$ cat src/hw/opcs_pkg.sv
// constants, field layouts and state type for the clock select block
package opcs_pkg;

    // register byte addresses
    localparam logic [7:0] ADDR_TRIM   = 8'h00;
    localparam logic [7:0] ADDR_FREQ   = 8'h04;
    localparam logic [7:0] ADDR_CFG    = 8'h08;
    localparam logic [7:0] ADDR_STATUS = 8'h0C;

    // oscillator modes held in the configuration register
    typedef enum logic [2:0] {
        INTERNAL_DIRECT_MODE            = 3'h0,
        INTERNAL_CLKOUT_MODE            = 3'h1,
        INTERNAL_MULTIPLIED_MODE        = 3'h2,
        INTERNAL_MULTIPLIED_CLKOUT_MODE = 3'h3,
        CRYSTAL_MODE                    = 3'h4,
        CRYSTAL_MULTIPLIED_MODE         = 3'h5,
        EXTERNAL_CLOCK_IN_MODE          = 3'h6,
        EXT_CLOCK_MULTIPLIED_MODE       = 3'h7
    } opcs_mode_type;

    // configuration word: features, pll choice, prescaler, cpu divider, mode
    typedef struct packed {
        logic [3:0]    feature_enables;          // pwrt, fscm, wdt, two-speed
        logic          multiplier_config_enable; // cleared enables the pll
        logic          pll_choice_select;        // 0 fixed, 1 four-times
        logic [2:0]    pll_prescale_select;
        logic [1:0]    cpu_clock_divider_select;
        opcs_mode_type osc_mode;
    } opcs_cfg_type;

    // trim register layout
    typedef struct packed {
        logic       low_freq_source_select;
        logic       multiplier_soft_enable;
        logic [5:0] trim_value_field;
    } opcs_trim_type;

    // source clock edges seen as one-cycle ticks
    typedef struct packed {
        logic prim;  // first oscillator pin / crystal
        logic fast;  // 8 MHz fast internal oscillator
        logic slow;  // 31 kHz slow internal rc
        logic pll;   // selected pll output
    } opcs_tick_type;

    // reset values
    localparam opcs_trim_type TRIM_RST = 8'h00;
    localparam logic [2:0]    FREQ_RST = 3'h6;  // 4 MHz postscaler tap
    localparam opcs_cfg_type  CFG_RST  = 14'h0200;

    // timing
    localparam int CLK_NS   = 100;
    localparam int LOCK_NS  = 2000;
    localparam int LOCK_CYC = (LOCK_NS + CLK_NS - 1) / CLK_NS;
    localparam int LOCK_W   = 8;
    localparam logic [10:0] OST_TICKS = 11'h400;

    // whole block state
    typedef struct packed {
        opcs_trim_type     trim;
        logic [2:0]        freq_sel;
        opcs_cfg_type      cfg;
        logic [LOCK_W-1:0] lock_cnt;
        logic              locked;
        logic              on_pll;
        logic [2:0]        div_cnt;
        logic [7:0]        post_cnt;
        logic [3:0]        pre_cnt;
        logic              fix_half;
        logic              co_half;
        logic              second_oscillator_pin;
        logic              second_oscillator_pin_oe_n;
        logic              cpu_tick;
        logic              pll_en;
        logic              ref_tick;
        logic [10:0]       ost_cnt;
        logic              clk_ready;
        logic              rc_en;
        logic [31:0]       prdata;
        logic              pready;
        logic              pslverr;
    } opcs_state_type;

endpackage

$ cat src/hw/opcs_clock_select.sv
// clock select, divider, pll control and internal oscillator control
// Behaviour
// - cpu clock is source divided by 1, 2, 3 or 6 per divider select.
// - external clock modes have no start-up delay after reset or wake.
// - external clock mode drives second pin with input clock divided by 4.
// - external multiplied mode drives second pin with pll core clock divided by 4 once on the pll, with input clock divided by 4 before.
// - multiplied modes enable pll when soft enable set or config enable cleared.
// - fixed pll takes 4 MHz, gives 96 MHz, halved to 48 MHz core clock.
// - eight prescaler settings feed fixed pll from multiples of 4 MHz.
// - four-times pll multiplies 4 to 12 MHz input by four.
// - pll choice bit picks fixed pll or four-times pll.
// - fast 8 MHz oscillator drives clock directly or through postscaler.
// - fast internal oscillator may feed the pll.
// - slow rc runs when selected or any timer or monitor feature enabled.
// - frequency select picks fast direct, slow rc, or a postscaler tap.
// - trim write takes effect at once with no completion flag.
// - low frequency source bit chooses which oscillator gives 31 kHz.
// - modes without multiplier keep the pll off regardless of soft enable.
// - clock stays on prior source until pll ready, then switches itself.
// - source bit set gives fast oscillator over 256, clear gives slow rc.
// - trim value is six-bit two's complement offset around centre.
// - pll enabled by config bit is not stopped by clearing soft enable.
//
// The implementer's own choices: register access over APB and the placing of the registers.
`timescale 1ns/10ps
module opcs_clock_select (
    input  wire logic                    pclk,
    input  wire logic                    presetn,
    input  wire logic                    psel,
    input  wire logic                    penable,
    input  wire logic                    pwrite,
    input  wire logic [7:0]              paddr,
    input  wire logic [31:0]             pwdata,
    output logic      [31:0]             prdata,
    output logic                         pready,
    output logic                         pslverr,
    input  wire opcs_pkg::opcs_tick_type src_ticks,
    input  wire logic                    wake_pulse,
    output logic                         cpu_clk_tick,
    output logic                         second_oscillator_pin_o,
    output logic                         second_oscillator_pin_oe_n,
    output logic                         pll_enable,
    output logic                         pll_four_times_sel,
    output logic                         pll_ref_tick,
    output logic      [5:0]              trim_code,
    output logic                         slow_rc_enable,
    output logic                         clock_ready
);
    import opcs_pkg::*;

    opcs_state_type s_ff;
    opcs_state_type nxt_s;

    // pll-capable modes
    function automatic logic is_mult(input opcs_mode_type m);
        is_mult = (m == INTERNAL_MULTIPLIED_MODE) || (m == INTERNAL_MULTIPLIED_CLKOUT_MODE)
               || (m == CRYSTAL_MULTIPLIED_MODE) || (m == EXT_CLOCK_MULTIPLIED_MODE);
    endfunction

    function automatic logic is_ext(input opcs_mode_type m);
        is_ext = (m == EXTERNAL_CLOCK_IN_MODE) || (m == EXT_CLOCK_MULTIPLIED_MODE);
    endfunction

    function automatic logic is_xtal(input opcs_mode_type m);
        is_xtal = (m == CRYSTAL_MODE) || (m == CRYSTAL_MULTIPLIED_MODE);
    endfunction

    function automatic logic is_int(input opcs_mode_type m);
        is_int = (m[2] == 1'b0);
    endfunction

    // cpu divider ratio
    function automatic logic [2:0] cpu_div(input logic [1:0] c);
        unique case (c)
            2'h0: cpu_div = 3'h1;
            2'h1: cpu_div = 3'h2;
            2'h2: cpu_div = 3'h3;
            2'h3: cpu_div = 3'h6;
        endcase
    endfunction

    // prescaler ratio: 4, 8, 12, 16, 20, 24, 40, 48 MHz inputs
    function automatic logic [3:0] pre_div(input logic [2:0] c);
        unique case (c)
            3'h0: pre_div = 4'h1;
            3'h1: pre_div = 4'h2;
            3'h2: pre_div = 4'h3;
            3'h3: pre_div = 4'h4;
            3'h4: pre_div = 4'h5;
            3'h5: pre_div = 4'h6;
            3'h6: pre_div = 4'hA;
            3'h7: pre_div = 4'hC;
        endcase
    endfunction

    logic       mult;
    logic       int_tick;
    logic       base_tick;
    logic       pll_in;
    logic       pll_core;
    logic       src_tick;
    logic       co_tick;
    logic [7:0] post_msk;
    logic [3:0] pdiv;
    logic [2:0] cdiv;

    // source selection, all from current state
    always_comb begin
        mult     = is_mult(s_ff.cfg.osc_mode);
        cdiv     = cpu_div(s_ff.cfg.cpu_clock_divider_select);
        pdiv     = pre_div(s_ff.cfg.pll_prescale_select);
        // each tap halves the rate: 125 kHz at code 1 up to 4 MHz at 6
        post_msk = 8'hFF >> ({1'b0, s_ff.freq_sel} + 4'h1);
        if (s_ff.freq_sel == 3'h0) begin
            int_tick = s_ff.trim.low_freq_source_select
                     ? (src_ticks.fast && (s_ff.post_cnt == 8'hFF))
                     : src_ticks.slow;
        end else begin
            int_tick = src_ticks.fast && ((s_ff.post_cnt & post_msk) == post_msk);
        end
        base_tick = is_int(s_ff.cfg.osc_mode) ? int_tick : src_ticks.prim;
        pll_in    = is_int(s_ff.cfg.osc_mode) ? src_ticks.fast : src_ticks.prim;
        // fixed pll output is halved, four-times pll is used as is
        pll_core  = s_ff.cfg.pll_choice_select ? src_ticks.pll
                  : (src_ticks.pll && s_ff.fix_half);
        src_tick  = s_ff.on_pll ? pll_core : base_tick;
        co_tick   = (s_ff.on_pll && s_ff.cfg.osc_mode == EXT_CLOCK_MULTIPLIED_MODE)
                  ? pll_core : src_ticks.prim;
    end

    // next state
    always_comb begin
        nxt_s         = s_ff;
        nxt_s.pready  = 1'b0;
        nxt_s.pslverr = 1'b0;

        // apb setup phase loads read data so the access ends in one cycle
        if (psel && !penable) begin
            nxt_s.pready = 1'b1;
            unique case (paddr)
                ADDR_TRIM:   nxt_s.prdata = {24'h00_0000, s_ff.trim};
                ADDR_FREQ:   nxt_s.prdata = {29'h0000_0000, s_ff.freq_sel};
                ADDR_CFG:    nxt_s.prdata = {18'h0_0000, s_ff.cfg};
                ADDR_STATUS: nxt_s.prdata = {27'h000_0000, s_ff.clk_ready, s_ff.rc_en,
                                             s_ff.on_pll, s_ff.locked, s_ff.pll_en};
                default: begin
                    nxt_s.prdata  = 32'h0000_0000;
                    nxt_s.pslverr = 1'b1;
                end
            endcase
        end

        // writes land at the access edge; status is read-only
        if (psel && penable && s_ff.pready && pwrite && !s_ff.pslverr) begin
            unique case (paddr)
                ADDR_TRIM: nxt_s.trim     = pwdata[7:0];
                ADDR_FREQ: nxt_s.freq_sel = pwdata[2:0];
                ADDR_CFG:  nxt_s.cfg      = pwdata[13:0];
                default: ;
            endcase
        end

        // postscaler and fixed-pll halving counters
        if (src_ticks.fast) begin
            nxt_s.post_cnt = s_ff.post_cnt + 8'h01;
        end
        if (src_ticks.pll) begin
            nxt_s.fix_half = !s_ff.fix_half;
        end

        // in multiplied modes config enable cleared keeps the pll on whatever software writes to soft enable
        nxt_s.pll_en = mult && (s_ff.trim.multiplier_soft_enable
                     || !s_ff.cfg.multiplier_config_enable);

        // prescaler ahead of the fixed pll
        nxt_s.ref_tick = 1'b0;
        if (!s_ff.pll_en) begin
            nxt_s.pre_cnt = 4'h0;
        end else if (s_ff.cfg.pll_choice_select) begin
            nxt_s.ref_tick = pll_in;
        end else if (pll_in) begin
            // >= so a smaller ratio set mid-count cannot wrap round
            if (s_ff.pre_cnt >= pdiv - 4'h1) begin
                nxt_s.pre_cnt  = 4'h0;
                nxt_s.ref_tick = 1'b1;
            end else begin
                nxt_s.pre_cnt = s_ff.pre_cnt + 4'h1;
            end
        end

        // lock counter models the pll start-up time
        // follows the next enable so the core leaves the pll as it stops
        if (!nxt_s.pll_en) begin
            nxt_s.lock_cnt = '0;
            nxt_s.locked   = 1'b0;
        end else if (s_ff.lock_cnt == LOCK_W'(LOCK_CYC - 1)) begin
            nxt_s.locked = 1'b1;
        end else begin
            nxt_s.lock_cnt = s_ff.lock_cnt + 1'b1;
        end

        // switch onto the pll only at a divider period edge to avoid runt pulses
        if (!nxt_s.locked) begin
            nxt_s.on_pll = 1'b0;
        end else if (s_ff.div_cnt == 3'h0) begin
            nxt_s.on_pll = 1'b1;
        end

        // oscillator start-up: crystals wait, external clocks do not
        if (wake_pulse && is_xtal(s_ff.cfg.osc_mode)) begin
            nxt_s.ost_cnt   = OST_TICKS;
            nxt_s.clk_ready = 1'b0;
        end else begin
            if (src_ticks.prim && s_ff.ost_cnt != 11'h000) begin
                nxt_s.ost_cnt = s_ff.ost_cnt - 11'h001;
            end
            nxt_s.clk_ready = !is_xtal(s_ff.cfg.osc_mode)
                            || (s_ff.ost_cnt == 11'h000);
        end

        // cpu divider
        nxt_s.cpu_tick = 1'b0;
        if (s_ff.clk_ready && src_tick) begin
            if (s_ff.div_cnt >= cdiv - 3'h1) begin
                nxt_s.div_cnt  = 3'h0;
                nxt_s.cpu_tick = 1'b1;
            end else begin
                nxt_s.div_cnt = s_ff.div_cnt + 3'h1;
            end
        end

        // second pin toggles every other tick: a quarter of the rate
        if (is_ext(s_ff.cfg.osc_mode) && co_tick) begin
            nxt_s.co_half = !s_ff.co_half;
            if (s_ff.co_half) begin
                nxt_s.second_oscillator_pin = !s_ff.second_oscillator_pin;
            end
        end

        // pin direction registered so the port comes straight from a flop
        nxt_s.second_oscillator_pin_oe_n = !is_ext(s_ff.cfg.osc_mode);

        // slow rc runs when it is the clock or a supervisor needs it
        nxt_s.rc_en = (s_ff.cfg.feature_enables != 4'h0)
                    || (is_int(s_ff.cfg.osc_mode) && !s_ff.on_pll
                        && s_ff.freq_sel == 3'h0
                        && !s_ff.trim.low_freq_source_select);
    end

    // state register
    always_ff @(posedge pclk or negedge presetn) begin
        if (!presetn) begin
            s_ff           <= '0;
            s_ff.trim      <= TRIM_RST;
            s_ff.freq_sel  <= FREQ_RST;
            s_ff.cfg       <= CFG_RST;
            s_ff.ost_cnt   <= OST_TICKS;
            s_ff.second_oscillator_pin_oe_n <= 1'b1;
        end else begin
            s_ff <= nxt_s;
        end
    end

    // outputs straight from state
    assign prdata             = s_ff.prdata;
    assign pready             = s_ff.pready;
    assign pslverr            = s_ff.pslverr;
    assign cpu_clk_tick       = s_ff.cpu_tick;
    assign second_oscillator_pin_o             = s_ff.second_oscillator_pin;
    assign second_oscillator_pin_oe_n          = s_ff.second_oscillator_pin_oe_n;
    assign pll_enable         = s_ff.pll_en;
    assign pll_four_times_sel = s_ff.cfg.pll_choice_select;
    assign pll_ref_tick       = s_ff.ref_tick;
    assign trim_code          = s_ff.trim.trim_value_field;  // no settle flag on purpose
    assign slow_rc_enable     = s_ff.rc_en;
    assign clock_ready        = s_ff.clk_ready;

    // checks
    AST_PLAIN_NO_PLL: assert property (@(posedge pclk) disable iff (!presetn)
        !is_mult(s_ff.cfg.osc_mode) && !is_mult($past(s_ff.cfg.osc_mode)) |-> !s_ff.pll_en)
        else $error("pll enabled in a mode without multiplier");

    AST_CFG_KEEPS_PLL: assert property (@(posedge pclk) disable iff (!presetn)
        is_mult(s_ff.cfg.osc_mode) && !s_ff.cfg.multiplier_config_enable
        && $stable(s_ff.cfg) |=> s_ff.pll_en)
        else $error("config-enabled pll dropped");

    AST_SOFT_EN: assert property (@(posedge pclk) disable iff (!presetn)
        is_mult(s_ff.cfg.osc_mode) && s_ff.trim.multiplier_soft_enable |=> s_ff.pll_en)
        else $error("soft enable ignored");

    AST_LOCK_WAIT: assert property (@(posedge pclk) disable iff (!presetn)
        $rose(s_ff.pll_en) |-> !s_ff.locked [*8])
        else $error("pll ready too early");

    AST_SWITCH_AFTER_LOCK: assert property (@(posedge pclk) disable iff (!presetn)
        s_ff.on_pll |-> s_ff.locked && s_ff.pll_en)
        else $error("core on pll before ready");

    AST_EXT_NO_STARTUP: assert property (@(posedge pclk) disable iff (!presetn)
        is_ext(s_ff.cfg.osc_mode) && is_ext($past(s_ff.cfg.osc_mode)) |-> s_ff.clk_ready)
        else $error("start-up delay in external clock mode");

    AST_SECOND_OSCILLATOR_PIN_PACE: assert property (@(posedge pclk) disable iff (!presetn)
        $changed(s_ff.second_oscillator_pin) |-> $past(co_tick) && $past(s_ff.co_half))
        else $error("second pin toggled off its quarter rate");

    AST_DIV_ONE: assert property (@(posedge pclk) disable iff (!presetn)
        s_ff.clk_ready && src_tick && s_ff.cfg.cpu_clock_divider_select == 2'h0
        |=> s_ff.cpu_tick)
        else $error("divide by one skipped a tick");

    AST_RC_FEATURE: assert property (@(posedge pclk) disable iff (!presetn)
        s_ff.cfg.feature_enables != 4'h0 |=> s_ff.rc_en)
        else $error("slow rc off while a feature needs it");

    AST_TRIM_WRITE: assert property (@(posedge pclk) disable iff (!presetn)
        psel && penable && pready && pwrite && paddr == ADDR_TRIM
        |=> trim_code == $past(pwdata[5:0]))
        else $error("trim write not applied");

    AST_APB_READY: assert property (@(posedge pclk) disable iff (!presetn)
        psel && !penable |=> pready)
        else $error("apb answer late");

    AST_REF_GATED: assert property (@(posedge pclk) disable iff (!presetn)
        !s_ff.pll_en |=> !s_ff.ref_tick)
        else $error("pll reference pulse while pll off");

    AST_OE_EXT: assert property (@(posedge pclk) disable iff (!presetn)
        is_ext(s_ff.cfg.osc_mode) && $stable(s_ff.cfg) |-> !second_oscillator_pin_oe_n)
        else $error("second pin not driven in external mode");

    AST_FIX_HALF: assert property (@(posedge pclk) disable iff (!presetn)
        s_ff.on_pll && !s_ff.cfg.pll_choice_select && !s_ff.fix_half
        |=> !s_ff.cpu_tick)
        else $error("fixed pll core tick not halved");

    COV_LOCK: cover property (@(posedge pclk) disable iff (!presetn) $rose(s_ff.locked));
    COV_ON_PLL: cover property (@(posedge pclk) disable iff (!presetn) $rose(s_ff.on_pll));
    COV_SECOND_OSCILLATOR_PIN: cover property (@(posedge pclk) disable iff (!presetn)
        s_ff.on_pll && !second_oscillator_pin_oe_n && $changed(s_ff.second_oscillator_pin));
    COV_LOWFREQ: cover property (@(posedge pclk) disable iff (!presetn)
        s_ff.freq_sel == 3'h0 && s_ff.trim.low_freq_source_select && s_ff.cpu_tick);
    COV_WAKE_WAIT: cover property (@(posedge pclk) disable iff (!presetn) $fell(s_ff.clk_ready));

endmodule // opcs_clock_select

$ cat config.mk
export PLATFORM = sky130hd
export DESIGN_NAME = opcs_clock_select
export DESIGN_NICKNAME = d
export VERILOG_FILES = /design/src/hw/opcs_pkg.sv /design/src/hw/opcs_clock_select.sv
export SDC_FILE = /design/constraint.sdc
export NUM_CORES = 1
export LEC_CHECK = 0
export ABC_CLOCK_PERIOD_IN_PS = 4000
export BUFFER_PORTS_ARGS = -buffer_cell sky130_fd_sc_hd__buf_2
export CORE_ASPECT_RATIO = 0.6
export CORE_UTILIZATION = 28
export CTS_CLUSTER_SIZE = 12
export DETAILED_ROUTE_END_ITERATION = 8
export SLEW_MARGIN = 20
export SYNTH_ARGS = -nofsm -noshare
export SYNTH_HDL_FRONTEND = slang
export SYNTH_SLANG_ARGS = --single-unit
$ cat constraint.sdc
create_clock -name pclk -period 4 [get_ports pclk]
set_input_delay 0.8 -clock pclk [delete_from_list [all_inputs] [get_ports pclk]]
set_output_delay 0.8 -clock pclk [all_outputs]
set_load 0.05 [all_outputs]
==> impl_metrics.json, run 1 <==
{
  "run_status": "completed",
  "drv_cap": 0,
  "layout_commonest_cell": "sky130_fd_sc_hd__dfrtp_1",
  "synth-compound-area-share_pct": 9.41,
  "power_density_mw_per_mm2": 437,
  "hold_path_depth": 1,
  "share_of_async_settable_or_async_resettable_flops_after_synthesis_pct": 100,
  "setup-tns-final_ns": 0,
  "synth.yosys.warnings": 0,
  "grt_overflow_total": 0,
  "critPathTopFamily": "compound AO/OA/AOI/OAI gates",
  "area_growth_syn_to_layout_pct": 14.2,
  "detailed_place_hpwl_um": 7070,
  "synth_largest_area_cell": "sky130_fd_sc_hd__dfrtp_1",
  "drive_gt1_share_pct": 27.5,
  "postRouteAntennaNets": 0,
  "routabilityCongestion": 0.810,
  "cts.clk_slew.worst_paths_ns": 0.07,
  "first_global_vias": 2915,
  "p_leak_nw": 2.41,
  "antenna_diode_count": 0,
  "vias_per_cell": 4.67,
  "detailedRoute.firstIterationViolations": 258,
  "cts_repair_resize_count": 0,
  "cts_max_path_buffers": 2,
  "busiest_layer": "met2",
  "floorplan.io_pins": 98,
  "synth_xor_xnor_area_share_pct": 4.55,
  "mappedNetlistArea_mm2": 0.00443,
  "clock-skew-final_ns": 0.00798,
  "syn-mean-instance-area_um2": 11.0,
  "fp.dieW_um": 164,
  "postCtsSetupBuffers": 0,
  "floorplan.die.height_um": 99.4,
  "layout_common_cells": "81 x sky130_fd_sc_hd__dfrtp_1, 60 x sky130_fd_sc_hd__buf_2, 29 x sky130_fd_sc_hd__nor2_1",
  "grt_first_pass_wirelength_um": 15200,
  "fmaxAchievable_ghz": 0.340,
  "holdCritPathClass": "register to register",
  "timing.final.crit_period_ns": 2.94,
  "die-area_mm2": 0.0163,
  "grt_setup_unrepaired": "false",
  "maximum_number_of_pins_on_one_net_before_global_route_repair": 65,
  "synth_flop_cell": "sky130_fd_sc_hd__dfrtp_1",
  "critical_path.slowest_cell": "sky130_fd_sc_hd__a311oi_1",
  "muxShareOfSynthArea_pct": 9.92,
  "h-tree-depth": 3,
  "floorplan.initialDensity_pct": 28.7,
  "groute.layer.met1.usage_pct": 17.2,
  "flip_flop_and_latch_count_after_synthesis": 86,
  "timing_worst_setup_path_type": "register to register",
  "synth_area_leaders": "sky130_fd_sc_hd__dfrtp_1 46%, sky130_fd_sc_hd__buf_4 6.4%, sky130_fd_sc_hd__mux2_2 6.4%",
  "critical_path.most_common_cell": "sky130_fd_sc_hd__ha_1",
  "via_count": 3052,
  "numPortBuffers": 61,
  "synth_top_family_by_area": "simple AND/OR/NAND/NOR gates",
  "final-hold-violation-count": 0,
  "routed_wire_length_per_instance_um": 14.5,
  "antenna_found_initial": 0,
  "ir_drop_mv": 0.217,
  "cp_cell_sequence": "inv_1 -> ha_1 -> nor3_1 -> a21oi_1 -> o21a_1 -> ha_1 -> a211o_1 -> a311oi_1 -> nand2b_1 -> a31oi_1",
  "critical_path_required_ns": 4.26,
  "placementRows": 35,
  "yosys.area_share.adder_pct": 4.24,
  "cts_root_buf": "sky130_fd_sc_hd__clkbuf_16",
  "tightestPinTransition_ns": 0.995,
  "number_of_flops_mapped_to_enable_cells_by_yosys": 0,
  "clock_sink_count": 86,
  "core_mm2": 0.0154,
  "crit_fanout": 6,
  "cp-start-kind": "register",
  "final_core_utilization_pct": 32.8,
  "drv_slew": 0,
  "drc": 0,
  "netlist_instances": 402,
  "synth_top_cell_area_share_pct": 45.8,
  "layout_worst_path_cycle_share_pct": 73.4,
  "grt_util_met3_pct": 3.71,
  "relSlewSlack_pct": 33.1,
  "wl_um": 9470,
  "drt_pre_antenna_iters": 6,
  "cts_hold_buf": 0,
  "synth.distinct_cells": 51,
  "post_synth_and_or_nand_nor_area_fraction_pct": 14.4,
  "worst_path_largest_cell_delay_ns": 0.66,
  "met2_track_demand_over_resource_in_global_routing_pct": 17.6,
  "final_setup_violation_count": 0,
  "worst-r2r-cell-count": 10,
  "layout.nets": 511,
  "cts_tree": "built",
  "clkLatencyLatePin_ns": 0.34,
  "synth_seq_area_share_pct": 48.7,
  "grt_util_all_layers_pct": 12.1,
  "end_kind": "register",
  "finalPower_mw": 2.21,
  "worstSetupPathDepth": 10,
  "critPathArrivalTime_ns": 3.20,
  "tritoncts_buffers": 9,
  "path_buf_inv": 1
}
[worst paths after layout]
kind                       slack [ns]                                  end                                start
min reg2reg                      0.46  second_oscillator_pin_o$_DFFE_PN0P_  second_oscillator_pin_o$_DFFE_PN0P_
max reg2reg                      1.06                 s_ff[56]$_DFFE_PN0P_                 s_ff[85]$_DFFE_PN0P_
max                              1.06                 s_ff[56]$_DFFE_PN0P_                 s_ff[85]$_DFFE_PN0P_
max in group asynchronous        2.57                 s_ff[46]$_DFFE_PN1P_                              presetn
min                              0.46  second_oscillator_pin_o$_DFFE_PN0P_  second_oscillator_pin_o$_DFFE_PN0P_
min in group asynchronous        0.54                 s_ff[82]$_DFFE_PN0P_                              presetn
[logic make-up (layout without fill, tap and decap cells)]
logic type	count (synthesis)	in the layout
AND/OR/NAND/NOR	114	114
flip-flops	86	86
buffers and inverters	64	96
AO/OA/AOI/OAI	62	62
multiplexers	37	37
XOR/XNOR	23	23
adder cells (fa/ha/maj)	15	15
other	1	18
[layer usage]
layer  wire length [µm]  up-vias
met1               4770     1512
met3                552        9
met2               4030       71
li1                   -     1460
met5                  0        -
met4                120        0
[cell usage after synthesis (all sizes together) (6+ instances only)]
cell,count
a22o,13
nand3,10
clkbuf,8
a21oi,11
inv,15
xor2,9
nand2b,6
nor3,7
mux2,25
dfrtp,81
o21ai,16
ha,15
nor2,29
nand4,6
nor4,8
mux2i,9
xnor2,14
buf,41
nand2,21
[state kept, by name, summed over array words and instances (netlist names)]
| signal | flops |
|---|---|
| second_oscillator_pin_oe_n | 1 |
| clock_ready | 1 |
| pready | 1 |
| slow_rc_enable | 1 |
| pslverr | 1 |
| trim_code | 6 |
| cpu_clk_tick | 1 |
| pll_four_times_sel | 1 |
| pll_ref_tick | 1 |
| second_oscillator_pin_o | 1 |
| pll_enable | 1 |
| prdata | 14 |
| s_ff | 56 |
[through the flow]
stage / cell area (µm²) / worst slack, ns / instances / hold slack, ns
floorplan: 4490 / 1.45 / 419 / 0.441
global placement: 4760 / 1.24 / 638 / 0.457
detailed placement: 4760 / 1.07 / 638 / 0.460
CTS: 5060 / 1.05 / 654 / 0.471
global route: 5060 / 0.787 / 654 / 0.479
finish: 5060 / 1.06 / 654 / 0.463
[report_power, final]
group          internal (mW)  total [mW]  switching [mW]
sequential             0.964        1.07           0.109
combinational          0.137       0.330           0.193
clock                  0.447       0.809           0.361
[area by class of cell]
cell class / instances / area (µm²)
flip-flops and latches: 86 / 2160
multi-input cells: 269 / 1960
inverters: 15 / 56.3
clock inverters: 6 / 53.8
well taps: 203 / 254
repair buffers: 65 / 338
fillers: 1552 / 10400
clock buffers: 10 / 239
No activity file was read; power rests on OpenSTA's default activity.
==> run 2, diff against run 1 <==
--- a/config.mk
+++ b/config.mk
@@ -5,7 +5,7 @@
 export SDC_FILE = /design/constraint.sdc
 export NUM_CORES = 1
 export LEC_CHECK = 0
-export ABC_CLOCK_PERIOD_IN_PS = 4000
+export ABC_CLOCK_PERIOD_IN_PS = 2700
 export BUFFER_PORTS_ARGS = -buffer_cell sky130_fd_sc_hd__buf_2
 export CORE_ASPECT_RATIO = 0.6
 export CORE_UTILIZATION = 28
==> constraint.sdc (replaced) <==
create_clock -name pclk -period 2.7 [get_ports pclk]
set_input_delay 0.54 -clock pclk [delete_from_list [all_inputs] [get_ports pclk]]
set_output_delay 0.54 -clock pclk [all_outputs]
set_load 0.05 [all_outputs]
==> run 2 against run 1 <==
  * Combinational power is 48% higher
  * Global-route usage increased by 0.44 points
  * Register-to-register slack got worse by 0.87 ns
  * Routed wire length is 2.3% higher
  * Clock skew down 0.0016 ns
  * Critical path depth is 1 higher
  * Count of clock-buffer cells in the layout shrank 1
  * Fmax grew 17%
  * First-iteration DRC count is 37% lower
  * Non-clock buffer count increased by 9
  * Worst setup slack lost 0.87 ns
  * Critical path type unchanged
  * Largest power group unchanged
==> impl_metrics.json, run 2 (synthesis results as in run 1) <==
{
  "h-tree-depth": 3,
  "grt_overflow_total": 0,
  "worst_path_largest_cell_delay_ns": 0.37,
  "n_fill_cell": 1542,
  "cts_max_path_buffers": 2,
  "detailed_place_hpwl_um": 7100,
  "area_growth_syn_to_layout_pct": 16.8,
  "final_core_utilization_pct": 33.5,
  "critical_path.most_common_cell": "sky130_fd_sc_hd__ha_1",
  "p_sw_mw": 0.970,
  "timing_worst_setup_path_type": "register to register",
  "tritoncts_buffers": 9,
  "cp_cell_sequence": "inv_1 -> ha_1 -> nor3_1 -> a21oi_1 -> o21a_1 -> ha_1 -> a211o_1 -> a311oi_1 -> buf_4 -> nand2b_1 -> a31oi_1",
  "cts_tree": "built",
  "layout_commonest_cell": "sky130_fd_sc_hd__dfrtp_1",
  "largest_register_ffs": 56,
  "drc": 0,
  "fmaxAchievable_ghz": 0.399,
  "routed_wire_length_per_instance_um": 14.6,
  "clkLatencyLatePin_ns": 0.34,
  "grt_util_all_layers_pct": 12.6,
  "critical_path.slowest_cell": "sky130_fd_sc_hd__dfrtp_1",
  "critical_path_required_ns": 2.96,
  "postCtsSetupBuffers": 0,
  "timing.final.crit_period_ns": 2.51,
  "antenna_found_initial": 1,
  "postRouteAntennaNets": 0,
  "end_kind": "register",
  "clock_sink_count": 86,
  "run_status": "completed",
  "crit_fanout": 6,
  "power_frac_comb_pct": 14.2,
  "finalHoldWorstSlack_ns": 0.229,
  "dp_slack_ns": 0.174,
  "maximum_number_of_pins_on_one_net_before_global_route_repair": 87,
  "drive_gt1_share_pct": 28.9,
  "p_leak_nw": 2.47,
  "floorplan.die.height_um": 99.4,
  "relSlewSlack_pct": 60.0,
  "layout_common_cells": "81 x sky130_fd_sc_hd__dfrtp_1, 60 x sky130_fd_sc_hd__buf_2, 29 x sky130_fd_sc_hd__nor2_1",
  "regMostFlops": "s_ff",
  "critPathTopFamily": "compound AO/OA/AOI/OAI gates",
  "setup-tns-final_ns": 0,
  "layout_worst_path_cycle_share_pct": 92.9,
  "cts_root_buf": "sky130_fd_sc_hd__clkbuf_16",
  "setup_ws_ns": 0.193,
  "drv_cap": 0,
  "cts_repair_resize_count": 0,
  "vias_per_cell": 4.65,
  "footprint_of_the_flip_flops_and_latches_mm2": 0.00216,
  "cp-start-kind": "register",
  "routabilityCongestion": 0.795,
  "ir_drop_mv": 0.246,
  "clock-skew-final_ns": 0.00639,
  "drv_slew": 0,
  "floorplan.io_pins": 98,
  "cts_hold_buf": 0,
  "pwr-share-seq_pct": 46.4,
  "holdCritPathClass": "input pin to async pin",
  "multi_input_area_mm2": 0.00196,
  "critPathArrivalTime_ns": 2.77,
  "power.share.switching_pct": 28.4,
  "power_density_mw_per_mm2": 661,
  "floorplan.initialDensity_pct": 28.7,
  "fp.dieW_um": 164,
  "grt_first_pass_wirelength_um": 15700,
  "die-area_mm2": 0.0163,
  "final_cells": 664,
  "path_buf_inv": 2,
  "first_global_vias": 3010,
  "clkPwrFrac_pct": 39.3,
  "grt_setup_unrepaired": "false",
  "wl_um": 9680,
  "tightestPinTransition_ns": 0.598,
  "via_count": 3085,
  "placementRows": 35,
  "numPortBuffers": 61,
  "place_inst": 646,
  "final-hold-violation-count": 0,
  "cts.clk_slew.worst_paths_ns": 0.06,
  "core_mm2": 0.0154,
  "internal_cell_power_mw": 2.45,
  "drt_pre_antenna_iters": 6,
  "layout.nets": 520,
  "detailedRoute.firstIterationViolations": 163,
  "final_setup_violation_count": 0
}
-- run 2: through the flow --
step	power (mW)	cell area, µm²
after CTS	3.45	5160
after detailed placement	2.10	4840
after global routing	3.59	5170
final	3.42	5170
after floorplan	1.96	4490
after global placement	2.07	4840
-- run 2: power by group through the flow --
stage / Sequential [mW] / Combinational, mW / Clock, mW
after CTS: 1.58 / 0.493 / 1.38
final: 1.59 / 0.487 / 1.34
after global placement: 1.60 / 0.469 / 0
after detailed placement: 1.61 / 0.492 / 0
after floorplan: 1.57 / 0.393 / 0
after global routing: 1.61 / 0.547 / 1.43
-- run 2: cell type report --
| cell class | instances | area share, % |
|---|---|---|
| inverters | 15 | 1.09 |
| clock inverters | 7 | 1.89 |
| repair buffers | 74 | 8.08 |
| clock buffers | 9 | 4.36 |
| multi-input cells | 269 | 37.9 |
| diodes | 1 | 0.0484 |
| well taps | 203 | 4.91 |
| flip-flops and latches | 86 | 41.7 |
-- run 2: worst paths after layout --
kind | startpoint | to | slack, ns | cells past startpoint
max in group asynchronous | presetn | s_ff[94]$_DFFE_PN1P_ | 2.10 | 2
hold reg to reg | s_ff[52]$_DFFE_PN0P_ | s_ff[52]$_DFFE_PN0P_ | 0.47 | 1
min in group pclk | src_ticks[0] | s_ff[53]$_DFFE_PN0P_ | 0.39 | 2
setup / recovery | s_ff[84]$_DFFE_PN0P_ | s_ff[56]$_DFFE_PN0P_ | 0.19 | 11
setup reg to reg | s_ff[84]$_DFFE_PN0P_ | s_ff[56]$_DFFE_PN0P_ | 0.19 | 11
hold / removal | presetn | s_ff[82]$_DFFE_PN0P_ | 0.23 | 2
-- run 2: routing by layer --
metal / part of all wire (%) / GRT usage (%)
met1: 51 / 17.8
met2: 42 / 18.3
met3: 5.9 / 3.84
met4: 1.1 / 3.77
met5: 0 / 0
-- run 2: worst reg2reg max path, delay by kind of cell (launching register included) --
family	cells	cell delay, ns
compound gates	5	0.90
fa+ha+maj	2	0.64
buf+inv	2	0.26
flops	1	0.37
simple gates	2	0.25
